--- src/verilog/gate_driver_pkg.sv ---
// constants for the gate-driver configuration register bank
// assumes a 40 MHz ref_clk and an APB3 master with 32-bit data
package gate_driver_pkg;
    localparam int unsigned CLK_MHZ = 40;

    // word indices; byte address is four times the index
    localparam logic [9:0] IDX_ALGO_ONE = 10'h0A0;
    localparam logic [9:0] IDX_ALGO_TWO = 10'h0A2;
    localparam logic [9:0] IDX_CFG_FIRST = 10'h0AC;
    localparam logic [9:0] IDX_CFG_SECOND = 10'h0AE;
    localparam logic [9:0] IDX_IRQ_STATUS = 10'h0B0;
    localparam logic [9:0] IDX_IRQ_MASK = 10'h0B1;
    localparam logic [9:0] IDX_FAULT = 10'h0B2;

    // driver_config_first fields
    localparam int CFG1_PARITY = 31;
    localparam int CFG1_DEG_LSB = 12;
    localparam int CFG1_LVL = 10;
    localparam int CFG1_MODE_LSB = 8;
    localparam int CFG1_GAIN_LSB = 0;
    localparam logic [31:0] CFG1_WMASK = 32'h80003703;
    localparam logic [31:0] CFG1_RESET = 32'h00000100;

    // driver_config_second fields
    localparam int CFG2_PARITY = 31;
    localparam int CFG2_DCOMP = 30;
    localparam int CFG2_TDLY_LSB = 26;
    localparam int CFG2_SEQ = 24;
    localparam int CFG2_CL = 23;
    localparam int CFG2_VSEL_LSB = 21;
    localparam int CFG2_BDIS = 20;
    localparam int CFG2_MINON_LSB = 17;
    localparam logic [31:0] CFG2_RW_MASK = 32'hFCFE0000;
    localparam logic [31:0] CFG2_W1C_MASK = 32'h01000000;
    localparam logic [31:0] CFG2_RESET = 32'h01200000;

    localparam logic [31:0] ALGO1_WMASK = 32'h7FFFFFFF;
    localparam logic [31:0] ALGO2_WMASK = 32'hFFFFFFFF;
    localparam logic [31:0] ALGO_RESET = 32'h00000000;

    // fault handling
    localparam logic [1:0] MODE_LATCHED = 2'h0;
    localparam logic [1:0] MODE_RETRY = 2'h1;
    localparam int unsigned DEG_NS_0 = 200;
    localparam int unsigned DEG_NS_1 = 600;
    localparam int unsigned DEG_NS_2 = 1200;
    localparam int unsigned DEG_NS_3 = 1600;
    localparam int unsigned RETRY_MS = 500;
    localparam int unsigned RETRY_CYCLES = RETRY_MS * CLK_MHZ * 1000;
    localparam int DEG_CNT_W = 7;
    localparam int RETRY_CNT_W = 25;

    // interrupt and fault register bits
    localparam int IRQ_W = 2;
    localparam int IRQ_OC_FAULT = 0;
    localparam int IRQ_RETRY_DONE = 1;
    localparam int FAULT_ACTIVE_BIT = 0;
    localparam int FAULT_LATCHED_BIT = 1;
    localparam int FAULT_CLEAR_BIT = 0;

    typedef enum logic [1:0] {
        FAULT_IDLE = 2'b00,
        FAULT_LATCHED = 2'b01,
        FAULT_RETRY = 2'b10
    } fault_state_t;
endpackage

--- src/verilog/gate_driver_config_regs.sv ---
// gate-driver configuration registers, overcurrent fault handler, interrupt
// assumes an APB3 master on ref_clk and an asynchronous overcurrent comparator pin
//
// How it works
// the overcurrent level bit picks the 9 A trip when clear and 13 A when set, reset 0.
// the two-bit fault mode resets to 1, code 0 latches, code 1 retries after 500 ms.
// the sense gain code is only in force while dynamic gain is off.
// bit 30 of the second word turns delay compensation on, reset 0.
// bits 29 to 26 hold the delay target code, 0 automatic, 1 to 9 fixed steps.
// bit 24 disables regulator sequencing, resets to 1 and is cleared by writing one.
// bit 23 picks the 150 mA regulator limit when set, 600 mA when clear.
// bits 22 to 21 pick the regulator voltage and reset to code 1.
// bit 20 turns the regulator off when set, reset 0.
// bits 19 to 17 hold the low-side minimum on-time code.
// software leaves unlisted algorithm offsets alone.
// the two algorithm words decode at A0h and A2h.
// an overcurrent must persist for the deglitch time before the fault mode acts.
// reserved bits read zero and ignore writes, fields reset to their values.
// a latched fault holds the outputs off until cleared, a retry fault ends itself.
`timescale 1ns/1ps
module gate_driver_config_regs #(
    parameter int unsigned retry_cycles = gate_driver_pkg::RETRY_CYCLES
) (
    input wire logic ref_clk,
    input wire logic resetn,
    input wire logic [11:0] paddr,
    input wire logic psel,
    input wire logic penable,
    input wire logic pwrite,
    input wire logic [31:0] pwdata,
    output logic [31:0] prdata,
    output logic pready,
    output logic pslverr,
    input wire logic overcurrent_trip,
    input wire logic dynamic_sense_gain_enable,
    output logic overcurrent_level_sel,
    output logic [1:0] overcurrent_fault_mode,
    output logic [1:0] overcurrent_deglitch_sel,
    output logic [1:0] sense_amp_gain_sel,
    output logic sense_gain_fixed_active,
    output logic delay_comp_enable,
    output logic [3:0] delay_target_sel,
    output logic regulator_sequencing_disable,
    output logic regulator_current_limit_sel,
    output logic [1:0] regulator_voltage_sel,
    output logic regulator_disable,
    output logic [2:0] low_side_min_on_sel,
    output logic [31:0] algo_config_one,
    output logic [31:0] algo_config_two,
    output logic outputs_disable,
    output logic irq
);
    function automatic logic addr_is(input logic [11:0] a, input logic [9:0] idx);
        return (a[1:0] == 2'b00) && (a[11:2] == idx);
    endfunction

    // least time, so round up to whole cycles
    function automatic logic [gate_driver_pkg::DEG_CNT_W-1:0] deglitch_cycles(
        input logic [1:0] code);
        int unsigned ns;
        case (code)
            2'h0: ns = gate_driver_pkg::DEG_NS_0;
            2'h1: ns = gate_driver_pkg::DEG_NS_1;
            2'h2: ns = gate_driver_pkg::DEG_NS_2;
            default: ns = gate_driver_pkg::DEG_NS_3;
        endcase
        return gate_driver_pkg::DEG_CNT_W'((ns * gate_driver_pkg::CLK_MHZ + 999) / 1000);
    endfunction

    logic [31:0] cfg1_reg, cfg1_next, cfg2_reg, cfg2_next;
    logic [31:0] algo1_reg, algo1_next, algo2_reg, algo2_next;
    logic [31:0] prdata_reg, prdata_next;
    logic pready_reg, pready_next, pslverr_reg, pslverr_next;
    logic [gate_driver_pkg::IRQ_W-1:0] status_reg, status_next, mask_reg, mask_next;
    logic irq_reg, irq_next, gain_fixed_reg, gain_fixed_next;
    logic setup, access_done, wr, rd, fault_clear;
    logic [31:0] rdata;
    logic rerr;
    logic [gate_driver_pkg::IRQ_W-1:0] events, status_clr;

    gate_driver_pkg::fault_state_t state_reg, state_next;
    logic oc_meta_reg, oc_sync_reg;
    logic [gate_driver_pkg::DEG_CNT_W-1:0] deg_reg, deg_next, deg_limit;
    logic [gate_driver_pkg::RETRY_CNT_W-1:0] retry_reg, retry_next;
    logic disable_reg, disable_next;

    always_comb begin
        setup = psel && !penable;
        access_done = psel && penable && pready_reg;
        wr = access_done && pwrite && !pslverr_reg;
        rd = access_done && !pwrite && !pslverr_reg;
        rdata = 32'h00000000;
        rerr = 1'b0;
        // algorithm word decode
        if (addr_is(paddr, gate_driver_pkg::IDX_ALGO_ONE)) begin
            rdata = algo1_reg;
        end else if (addr_is(paddr, gate_driver_pkg::IDX_ALGO_TWO)) begin
            rdata = algo2_reg;
        end else if (addr_is(paddr, gate_driver_pkg::IDX_CFG_FIRST)) begin
            rdata = cfg1_reg;
        end else if (addr_is(paddr, gate_driver_pkg::IDX_CFG_SECOND)) begin
            rdata = cfg2_reg;
        end else if (addr_is(paddr, gate_driver_pkg::IDX_IRQ_STATUS)) begin
            rdata = {{(32 - gate_driver_pkg::IRQ_W){1'b0}}, status_reg};
        end else if (addr_is(paddr, gate_driver_pkg::IDX_IRQ_MASK)) begin
            rdata = {{(32 - gate_driver_pkg::IRQ_W){1'b0}}, mask_reg};
        end else if (addr_is(paddr, gate_driver_pkg::IDX_FAULT)) begin
            rdata[gate_driver_pkg::FAULT_ACTIVE_BIT] = state_reg != gate_driver_pkg::FAULT_IDLE;
            rdata[gate_driver_pkg::FAULT_LATCHED_BIT] =
                state_reg == gate_driver_pkg::FAULT_LATCHED;
        end else begin
            rerr = 1'b1;
        end
        // answer is prepared in setup, shown during the single access cycle
        pready_next = setup;
        pslverr_next = setup ? rerr : 1'b0;
        prdata_next = setup ? (pwrite ? 32'h00000000 : rdata) : prdata_reg;

        // reserved bits masked off on write
        cfg1_next = cfg1_reg;
        cfg2_next = cfg2_reg;
        algo1_next = algo1_reg;
        algo2_next = algo2_reg;
        mask_next = mask_reg;
        if (wr && addr_is(paddr, gate_driver_pkg::IDX_CFG_FIRST)) begin
            cfg1_next = pwdata & gate_driver_pkg::CFG1_WMASK;
        end
        // write one clears sequencing disable
        if (wr && addr_is(paddr, gate_driver_pkg::IDX_CFG_SECOND)) begin
            cfg2_next = (pwdata & gate_driver_pkg::CFG2_RW_MASK)
                      | (cfg2_reg & gate_driver_pkg::CFG2_W1C_MASK & ~pwdata);
        end
        if (wr && addr_is(paddr, gate_driver_pkg::IDX_ALGO_ONE)) begin
            algo1_next = pwdata & gate_driver_pkg::ALGO1_WMASK;
        end
        if (wr && addr_is(paddr, gate_driver_pkg::IDX_ALGO_TWO)) begin
            algo2_next = pwdata & gate_driver_pkg::ALGO2_WMASK;
        end
        if (wr && addr_is(paddr, gate_driver_pkg::IDX_IRQ_MASK)) begin
            mask_next = pwdata[gate_driver_pkg::IRQ_W-1:0];
        end
        fault_clear = wr && addr_is(paddr, gate_driver_pkg::IDX_FAULT)
                    && pwdata[gate_driver_pkg::FAULT_CLEAR_BIT];

        // only bits actually returned are cleared, so a late event survives
        status_clr = '0;
        if (rd && addr_is(paddr, gate_driver_pkg::IDX_IRQ_STATUS)) begin
            status_clr = prdata_reg[gate_driver_pkg::IRQ_W-1:0];
        end
        status_next = (status_reg & ~status_clr) | events;
        irq_next = |(status_next & mask_next);
        // fixed gain only without dynamic gain
        gain_fixed_next = !dynamic_sense_gain_enable;
    end

    always_ff @(posedge ref_clk or negedge resetn) begin
        if (!resetn) begin
            cfg1_reg <= gate_driver_pkg::CFG1_RESET;
            cfg2_reg <= gate_driver_pkg::CFG2_RESET;
            algo1_reg <= gate_driver_pkg::ALGO_RESET;
            algo2_reg <= gate_driver_pkg::ALGO_RESET;
            prdata_reg <= 32'h00000000;
            pready_reg <= 1'b0;
            pslverr_reg <= 1'b0;
            status_reg <= '0;
            mask_reg <= '0;
            irq_reg <= 1'b0;
            gain_fixed_reg <= 1'b0;
        end else begin
            cfg1_reg <= cfg1_next;
            cfg2_reg <= cfg2_next;
            algo1_reg <= algo1_next;
            algo2_reg <= algo2_next;
            prdata_reg <= prdata_next;
            pready_reg <= pready_next;
            pslverr_reg <= pslverr_next;
            status_reg <= status_next;
            mask_reg <= mask_next;
            irq_reg <= irq_next;
            gain_fixed_reg <= gain_fixed_next;
        end
    end

    always_comb begin
        deg_limit = deglitch_cycles(cfg1_reg[gate_driver_pkg::CFG1_DEG_LSB +: 2]);
        state_next = state_reg;
        deg_next = '0;
        retry_next = retry_reg;
        events = '0;
        case (state_reg)
            gate_driver_pkg::FAULT_IDLE: begin
                // trip only after deglitch time
                if (oc_sync_reg) begin
                    if (deg_reg == deg_limit - 1'b1) begin
                        events[gate_driver_pkg::IRQ_OC_FAULT] = 1'b1;
                        retry_next = '0;
                        // reserved codes latch, the safer choice
                        if (cfg1_reg[gate_driver_pkg::CFG1_MODE_LSB +: 2]
                            == gate_driver_pkg::MODE_RETRY) begin
                            state_next = gate_driver_pkg::FAULT_RETRY;
                        end else begin
                            state_next = gate_driver_pkg::FAULT_LATCHED;
                        end
                    end else begin
                        deg_next = deg_reg + 1'b1;
                    end
                end
            end
            gate_driver_pkg::FAULT_RETRY: begin
                // retry interval ends the fault
                if (retry_reg == gate_driver_pkg::RETRY_CNT_W'(retry_cycles - 1)) begin
                    state_next = gate_driver_pkg::FAULT_IDLE;
                    events[gate_driver_pkg::IRQ_RETRY_DONE] = 1'b1;
                end else begin
                    retry_next = retry_reg + 1'b1;
                end
            end
            gate_driver_pkg::FAULT_LATCHED: begin
                // held until software clears
                if (fault_clear) begin
                    state_next = gate_driver_pkg::FAULT_IDLE;
                end
            end
            default: state_next = gate_driver_pkg::FAULT_IDLE;
        endcase
        disable_next = state_next != gate_driver_pkg::FAULT_IDLE;
    end

    always_ff @(posedge ref_clk or negedge resetn) begin
        if (!resetn) begin
            oc_meta_reg <= 1'b0;
            oc_sync_reg <= 1'b0;
            state_reg <= gate_driver_pkg::FAULT_IDLE;
            deg_reg <= '0;
            retry_reg <= '0;
            disable_reg <= 1'b0;
        end else begin
            oc_meta_reg <= overcurrent_trip;
            oc_sync_reg <= oc_meta_reg;
            state_reg <= state_next;
            deg_reg <= deg_next;
            retry_reg <= retry_next;
            disable_reg <= disable_next;
        end
    end

    assign prdata = prdata_reg;
    assign pready = pready_reg;
    assign pslverr = pslverr_reg;
    // level select straight from the register
    assign overcurrent_level_sel = cfg1_reg[gate_driver_pkg::CFG1_LVL];
    assign overcurrent_fault_mode = cfg1_reg[gate_driver_pkg::CFG1_MODE_LSB +: 2];
    assign overcurrent_deglitch_sel = cfg1_reg[gate_driver_pkg::CFG1_DEG_LSB +: 2];
    assign sense_amp_gain_sel = cfg1_reg[gate_driver_pkg::CFG1_GAIN_LSB +: 2];
    assign sense_gain_fixed_active = gain_fixed_reg;
    // driver fields out
    assign delay_comp_enable = cfg2_reg[gate_driver_pkg::CFG2_DCOMP];
    assign delay_target_sel = cfg2_reg[gate_driver_pkg::CFG2_TDLY_LSB +: 4];
    assign regulator_sequencing_disable = cfg2_reg[gate_driver_pkg::CFG2_SEQ];
    assign regulator_current_limit_sel = cfg2_reg[gate_driver_pkg::CFG2_CL];
    assign regulator_voltage_sel = cfg2_reg[gate_driver_pkg::CFG2_VSEL_LSB +: 2];
    assign regulator_disable = cfg2_reg[gate_driver_pkg::CFG2_BDIS];
    assign low_side_min_on_sel = cfg2_reg[gate_driver_pkg::CFG2_MINON_LSB +: 3];
    assign algo_config_one = algo1_reg;
    assign algo_config_two = algo2_reg;
    assign outputs_disable = disable_reg;
    assign irq = irq_reg;

    logic wr_cfg1, wr_cfg2;
    assign wr_cfg1 = wr && addr_is(paddr, gate_driver_pkg::IDX_CFG_FIRST);
    assign wr_cfg2 = wr && addr_is(paddr, gate_driver_pkg::IDX_CFG_SECOND);
endmodule

--- config.mk ---
export PLATFORM = sky130hd
export DESIGN_NAME = gate_driver_config_regs
export DESIGN_NICKNAME = d
export VERILOG_FILES = /design/src/verilog/gate_driver_pkg.sv /design/src/verilog/gate_driver_config_regs.sv
export SDC_FILE = /design/constraint.sdc
export NUM_CORES = 1
export LEC_CHECK = 0
export BUFFER_PORTS_ARGS = -buffer_cell sky130_fd_sc_hd__buf_2
export CORE_ASPECT_RATIO = 1.25
export CORE_MARGIN = 2
export CORE_UTILIZATION = 55
export DETAILED_ROUTE_END_ITERATION = 6
export GPL_TIMING_DRIVEN = 0
export HOLD_SLACK_MARGIN = 0.08
export PLACE_DENSITY = 0.81
export SLEW_MARGIN = 20
export SYNTH_ARGS = -nofsm -noshare
export SYNTH_HDL_FRONTEND = slang
export SYNTH_SLANG_ARGS = --single-unit
export TNS_END_PERCENT = 50
--- constraint.sdc ---
create_clock -name ref_clk -period 4.19 [get_ports ref_clk]
set_input_delay 0.838 -clock ref_clk [delete_from_list [all_inputs] [get_ports ref_clk]]
set_output_delay 0.838 -clock ref_clk [all_outputs]
set_load 0.01 [all_outputs]
==> results.md <==
- Post-layout min period: 3.91 ns
- Leakage Power: 4.80 nW
- Fraction of registers with async set/reset: 100%
- Post-route setup TNS: 0 ns
- WS Path Type: register to register
- Nets: 959
- Slew HR: 46.5%
- Post-synth EDFFs: 0
- GRT Overall Usage: 27.8%
- H-tree Lvls: 4
- Seq/Total Area, Yosys: 52.4%
- Hold_buf cts: 0
- Antenna Nets Post-Route: 0
- Root buffer cell: clkbuf_16
- Die Wd: 110 um
- Synth cell types: 61
- Synth area leaders: dfrtp_1 51%, mux2_2 12%, nand2_1 3.6%
- Detailed Route WL: 20.3 mm
- Max Cap Viol: 0
- Power per standard cell area: 338 nW/um^2
- Area growth, synth to finish: 22.6%
- Highest Clock Rate: 256 MHz
- DP Area: 8860 sq um
- Overall die area: 15100 sq um
- TritonCTS clock tree: yes
- Vias per cell: 5.81
- Final Cell Area: 9500 sq um
- Mapped Area: 7750 sq um
- Skew final: 0.0112 ns
- Slew @ Worst Pin: 0.796 ns
- Total power: 3.21 mW
- Worst IR Drop VDD: 0.333 mV
- Setup Viol. Count Final: 0
- Die H: 137 um
- Most area-hungry cell type in the Yosys netlist: dfrtp_1
- Critical Path Source Type: register
- Status: completed
- RSZ-0062 raised after global routing: no
- Overall via count from detail_route: 6278
- First-pass GRT wire length: 31.9 mm
- Avg Cell Area, Syn: 11.1 sq um
- CP arrival: 4.22 ns
- Dpl hpwl: 14.3 mm
- CP Capture Type: register
- Hold Vio Cnt, Final: 0
- Routed wire per std cell: 18.7 um
- IO Pins: 172
- CP Data Required Time: 4.50 ns
- Post-synth top flop: dfrtp_1
- Pre-antenna DRT Iters: 7
- Clock Sink Count: 162
- # DRC: 0
- Post-Syn Nets: 766
- GRT overflow: 0
- Flops & latches, synth: 162
- CTS max path bufs: 2
- Final Wtd Congestion: 0.909
- Ant. Diodes: 0
- Initial antenna violation count: 0
- Worst reg2reg path depth: 15
- CTS buffer count: 17
- Initial Utilization: 56.1%
- Final period util: 93.3%
- Post-Synthesis Cells: 700
- Tightest Hold Check Type: register to register
- YS warnings: 0
- Vias in the first global route: 6292
- Clk slew on worst S/H paths: 0.06 ns
- IO Port Bufs: 170
- Clock Latency Late Sink: 0.43 ns
- Fin. max-slew vios: 0
- Initial detailed-routing violation count: 446
- Worst Hold Depth: 0
- Crit Path Max Fanout: 10
- Area share of the largest cell type after synthesis: 51.3%
- Core area: 13800 sq um
- Share of layout cells above drive strength 1: 37.1%
- Std cell rows: 48
- Largest net degree at the start of global routing: 87
==> final timing paths <==
kind | startpoint | to | slack [ns]
worst min register to register | oc_meta_reg$_DFF_PN0_ | oc_sync_reg$_DFF_PN0_ | 0.36
worst min-delay path | oc_meta_reg$_DFF_PN0_ | oc_sync_reg$_DFF_PN0_ | 0.36
min in group asynchronous | resetn | prdata[7]$_DFFE_PN0P_ | 0.38
worst max-delay path | cfg1_reg[12]$_DFFE_PN0P_ | outputs_disable$_DFF_PN0_ | 0.28
max in group asynchronous | resetn | retry_reg[15]$_DFFE_PN0P_ | 2.98
worst max register to register | cfg1_reg[12]$_DFFE_PN0P_ | outputs_disable$_DFF_PN0_ | 0.28
==> routing by layer <==
metal | vias to the layer above | part of all wire, % | wire (um) | global-route usage [%]
met5 | - | 0 | 0 | 0
met4 | 0 | 2.2 | 452 | 8.96
met3 | 36 | 7.5 | 1510 | 8.43
met2 | 236 | 52 | 10600 | 47.4
met1 | 3110 | 38 | 7730 | 33.6
li1 | 2896 | - | - | -
==> placed cells by master, fill, tap and decap left out, types with 4 or more instances in the layout <==
cell / n
a22oi_1: 14
clkbuf_16: 17
a21oi_1: 21
nor3_1: 9
nand2b_1: 14
or2_2: 4
ha_1: 11
and2_1: 4
a222oi_1: 20
clkbuf_1: 27
xnor2_1: 5
nand2_1: 75
mux2i_1: 15
nand3_1: 20
nor4b_1: 4
or3_1: 6
mux2_2: 84
xor2_1: 5
nor2_1: 34
a31oi_1: 5
nor2b_1: 11
buf_2: 173
and3_1: 9
inv_1: 18
buf_4: 20
nand4_1: 9
dfrtp_1: 157
o21ai_0: 44
==> layout make-up <==
| class | instances | area (sq um) |
|---|---|---|
| Timing Repair Buffer | 175 | 918 |
| Inverter | 20 | 75.1 |
| Fill cell | 1077 | 4310 |
| Clock inverter | 14 | 154 |
| Clock buffer | 18 | 429 |
| Tap cell | 175 | 219 |
| Multi-Input combinational cell | 469 | 3390 |
| Buffer | 48 | 253 |
| Sequential cell | 162 | 4060 |
==> stage by stage <==
stage	util, %	hold slack [ns]	std cells	setup slack, ns
2_1_floorplan	-	0.331	700	0.396
3_3_place_gp	63.8	0.351	1045	-0.190
3_5_place_dp	64.1	0.343	1046	0.00115
4_1_cts	68.4	0.360	1078	0.00982
5_1_grt	68.8	0.367	1081	0.0230
6_report	68.8	0.357	1081	0.283
==> synthesized netlist by cell type, types with 2 or more instances <==
| cell | number |
|---|---|
| nor2_1 | 34 |
| mux2_2 | 84 |
| dfrtp_1 | 159 |
| nor2b_1 | 11 |
| and2_1 | 4 |
| a21boi_0 | 2 |
| nor4b_1 | 4 |
| buf_2 | 4 |
| a21oi_1 | 21 |
| a2111oi_4 | 2 |
| or4_1 | 2 |
| o211a_1 | 2 |
| a22oi_1 | 14 |
| a211oi_1 | 2 |
| a221oi_1 | 2 |
| a222oi_1 | 20 |
| nand4_1 | 9 |
| clkbuf_1 | 27 |
| inv_1 | 20 |
| nand3_1 | 20 |
| nor4_1 | 2 |
| nand2_1 | 75 |
| ha_1 | 15 |
| xnor2_1 | 5 |
| xor2_1 | 5 |
| o21ai_0 | 45 |
| buf_4 | 16 |
| and3_1 | 9 |
| o2bb2ai_1 | 2 |
| or2_2 | 4 |
| a21o_1 | 2 |
| nand2b_1 | 14 |
| mux2i_1 | 15 |
| a31oi_1 | 5 |
| nor3_1 | 10 |
| or3_1 | 6 |
| dfstp_2 | 3 |
==> report_power, final <==
part / switching [mW] / total, mW / internal, mW
logic: 0.0615 / 0.0883 / 0.0268
clock network: 0.668 / 1.55 / 0.886
registers: 0.00115 / 1.57 / 1.57
==> critical path: stages (launching register included) <==
cell	delay, ns
dfrtp_2	0.46
inv_2	0.09
ha_2	0.23
or2b_1	0.27
nand2_1	0.13
inv_1	0.06
ha_2	0.22
and3_1	0.17
a311o_1	0.33
a211oi_1	0.37
a2111oi_4	0.11
nor2_1	0.21
mux2_2	0.42
buf_2	0.21
buf_2	0.21
a31oi_1	0.31
==> timing repair <==
| item | 4_1_cts | 5_1_grt |
|---|---|---|
| endpoints found under the hold margin | 0 | 0 |
| gates cloned | 0 | 0 |
| gates resized for setup | 1 | 12 |
| pin swaps | 0 | 1 |
| buffers inserted | 0 | 4 |
| endpoints found under the setup margin | 4 | 25 |
==> cells by family after synthesis <==
| logic type | Yosys count | synth area share, % |
|---|---|---|
| AOI/OAI and AO/OA | 130 | 11.8 |
| muxes | 99 | 14.1 |
| and+or+nand+nor | 214 | 13.8 |
| buffers and inverters | 69 | 4.28 |
| DFF | 162 | 52.4 |
| other | 1 | 0.0484 |
| adders and majority gates | 15 | 2.42 |
| xor gates and xnor gates | 10 | 1.13 |
No activity file was read; power rests on OpenSTA's default activity.
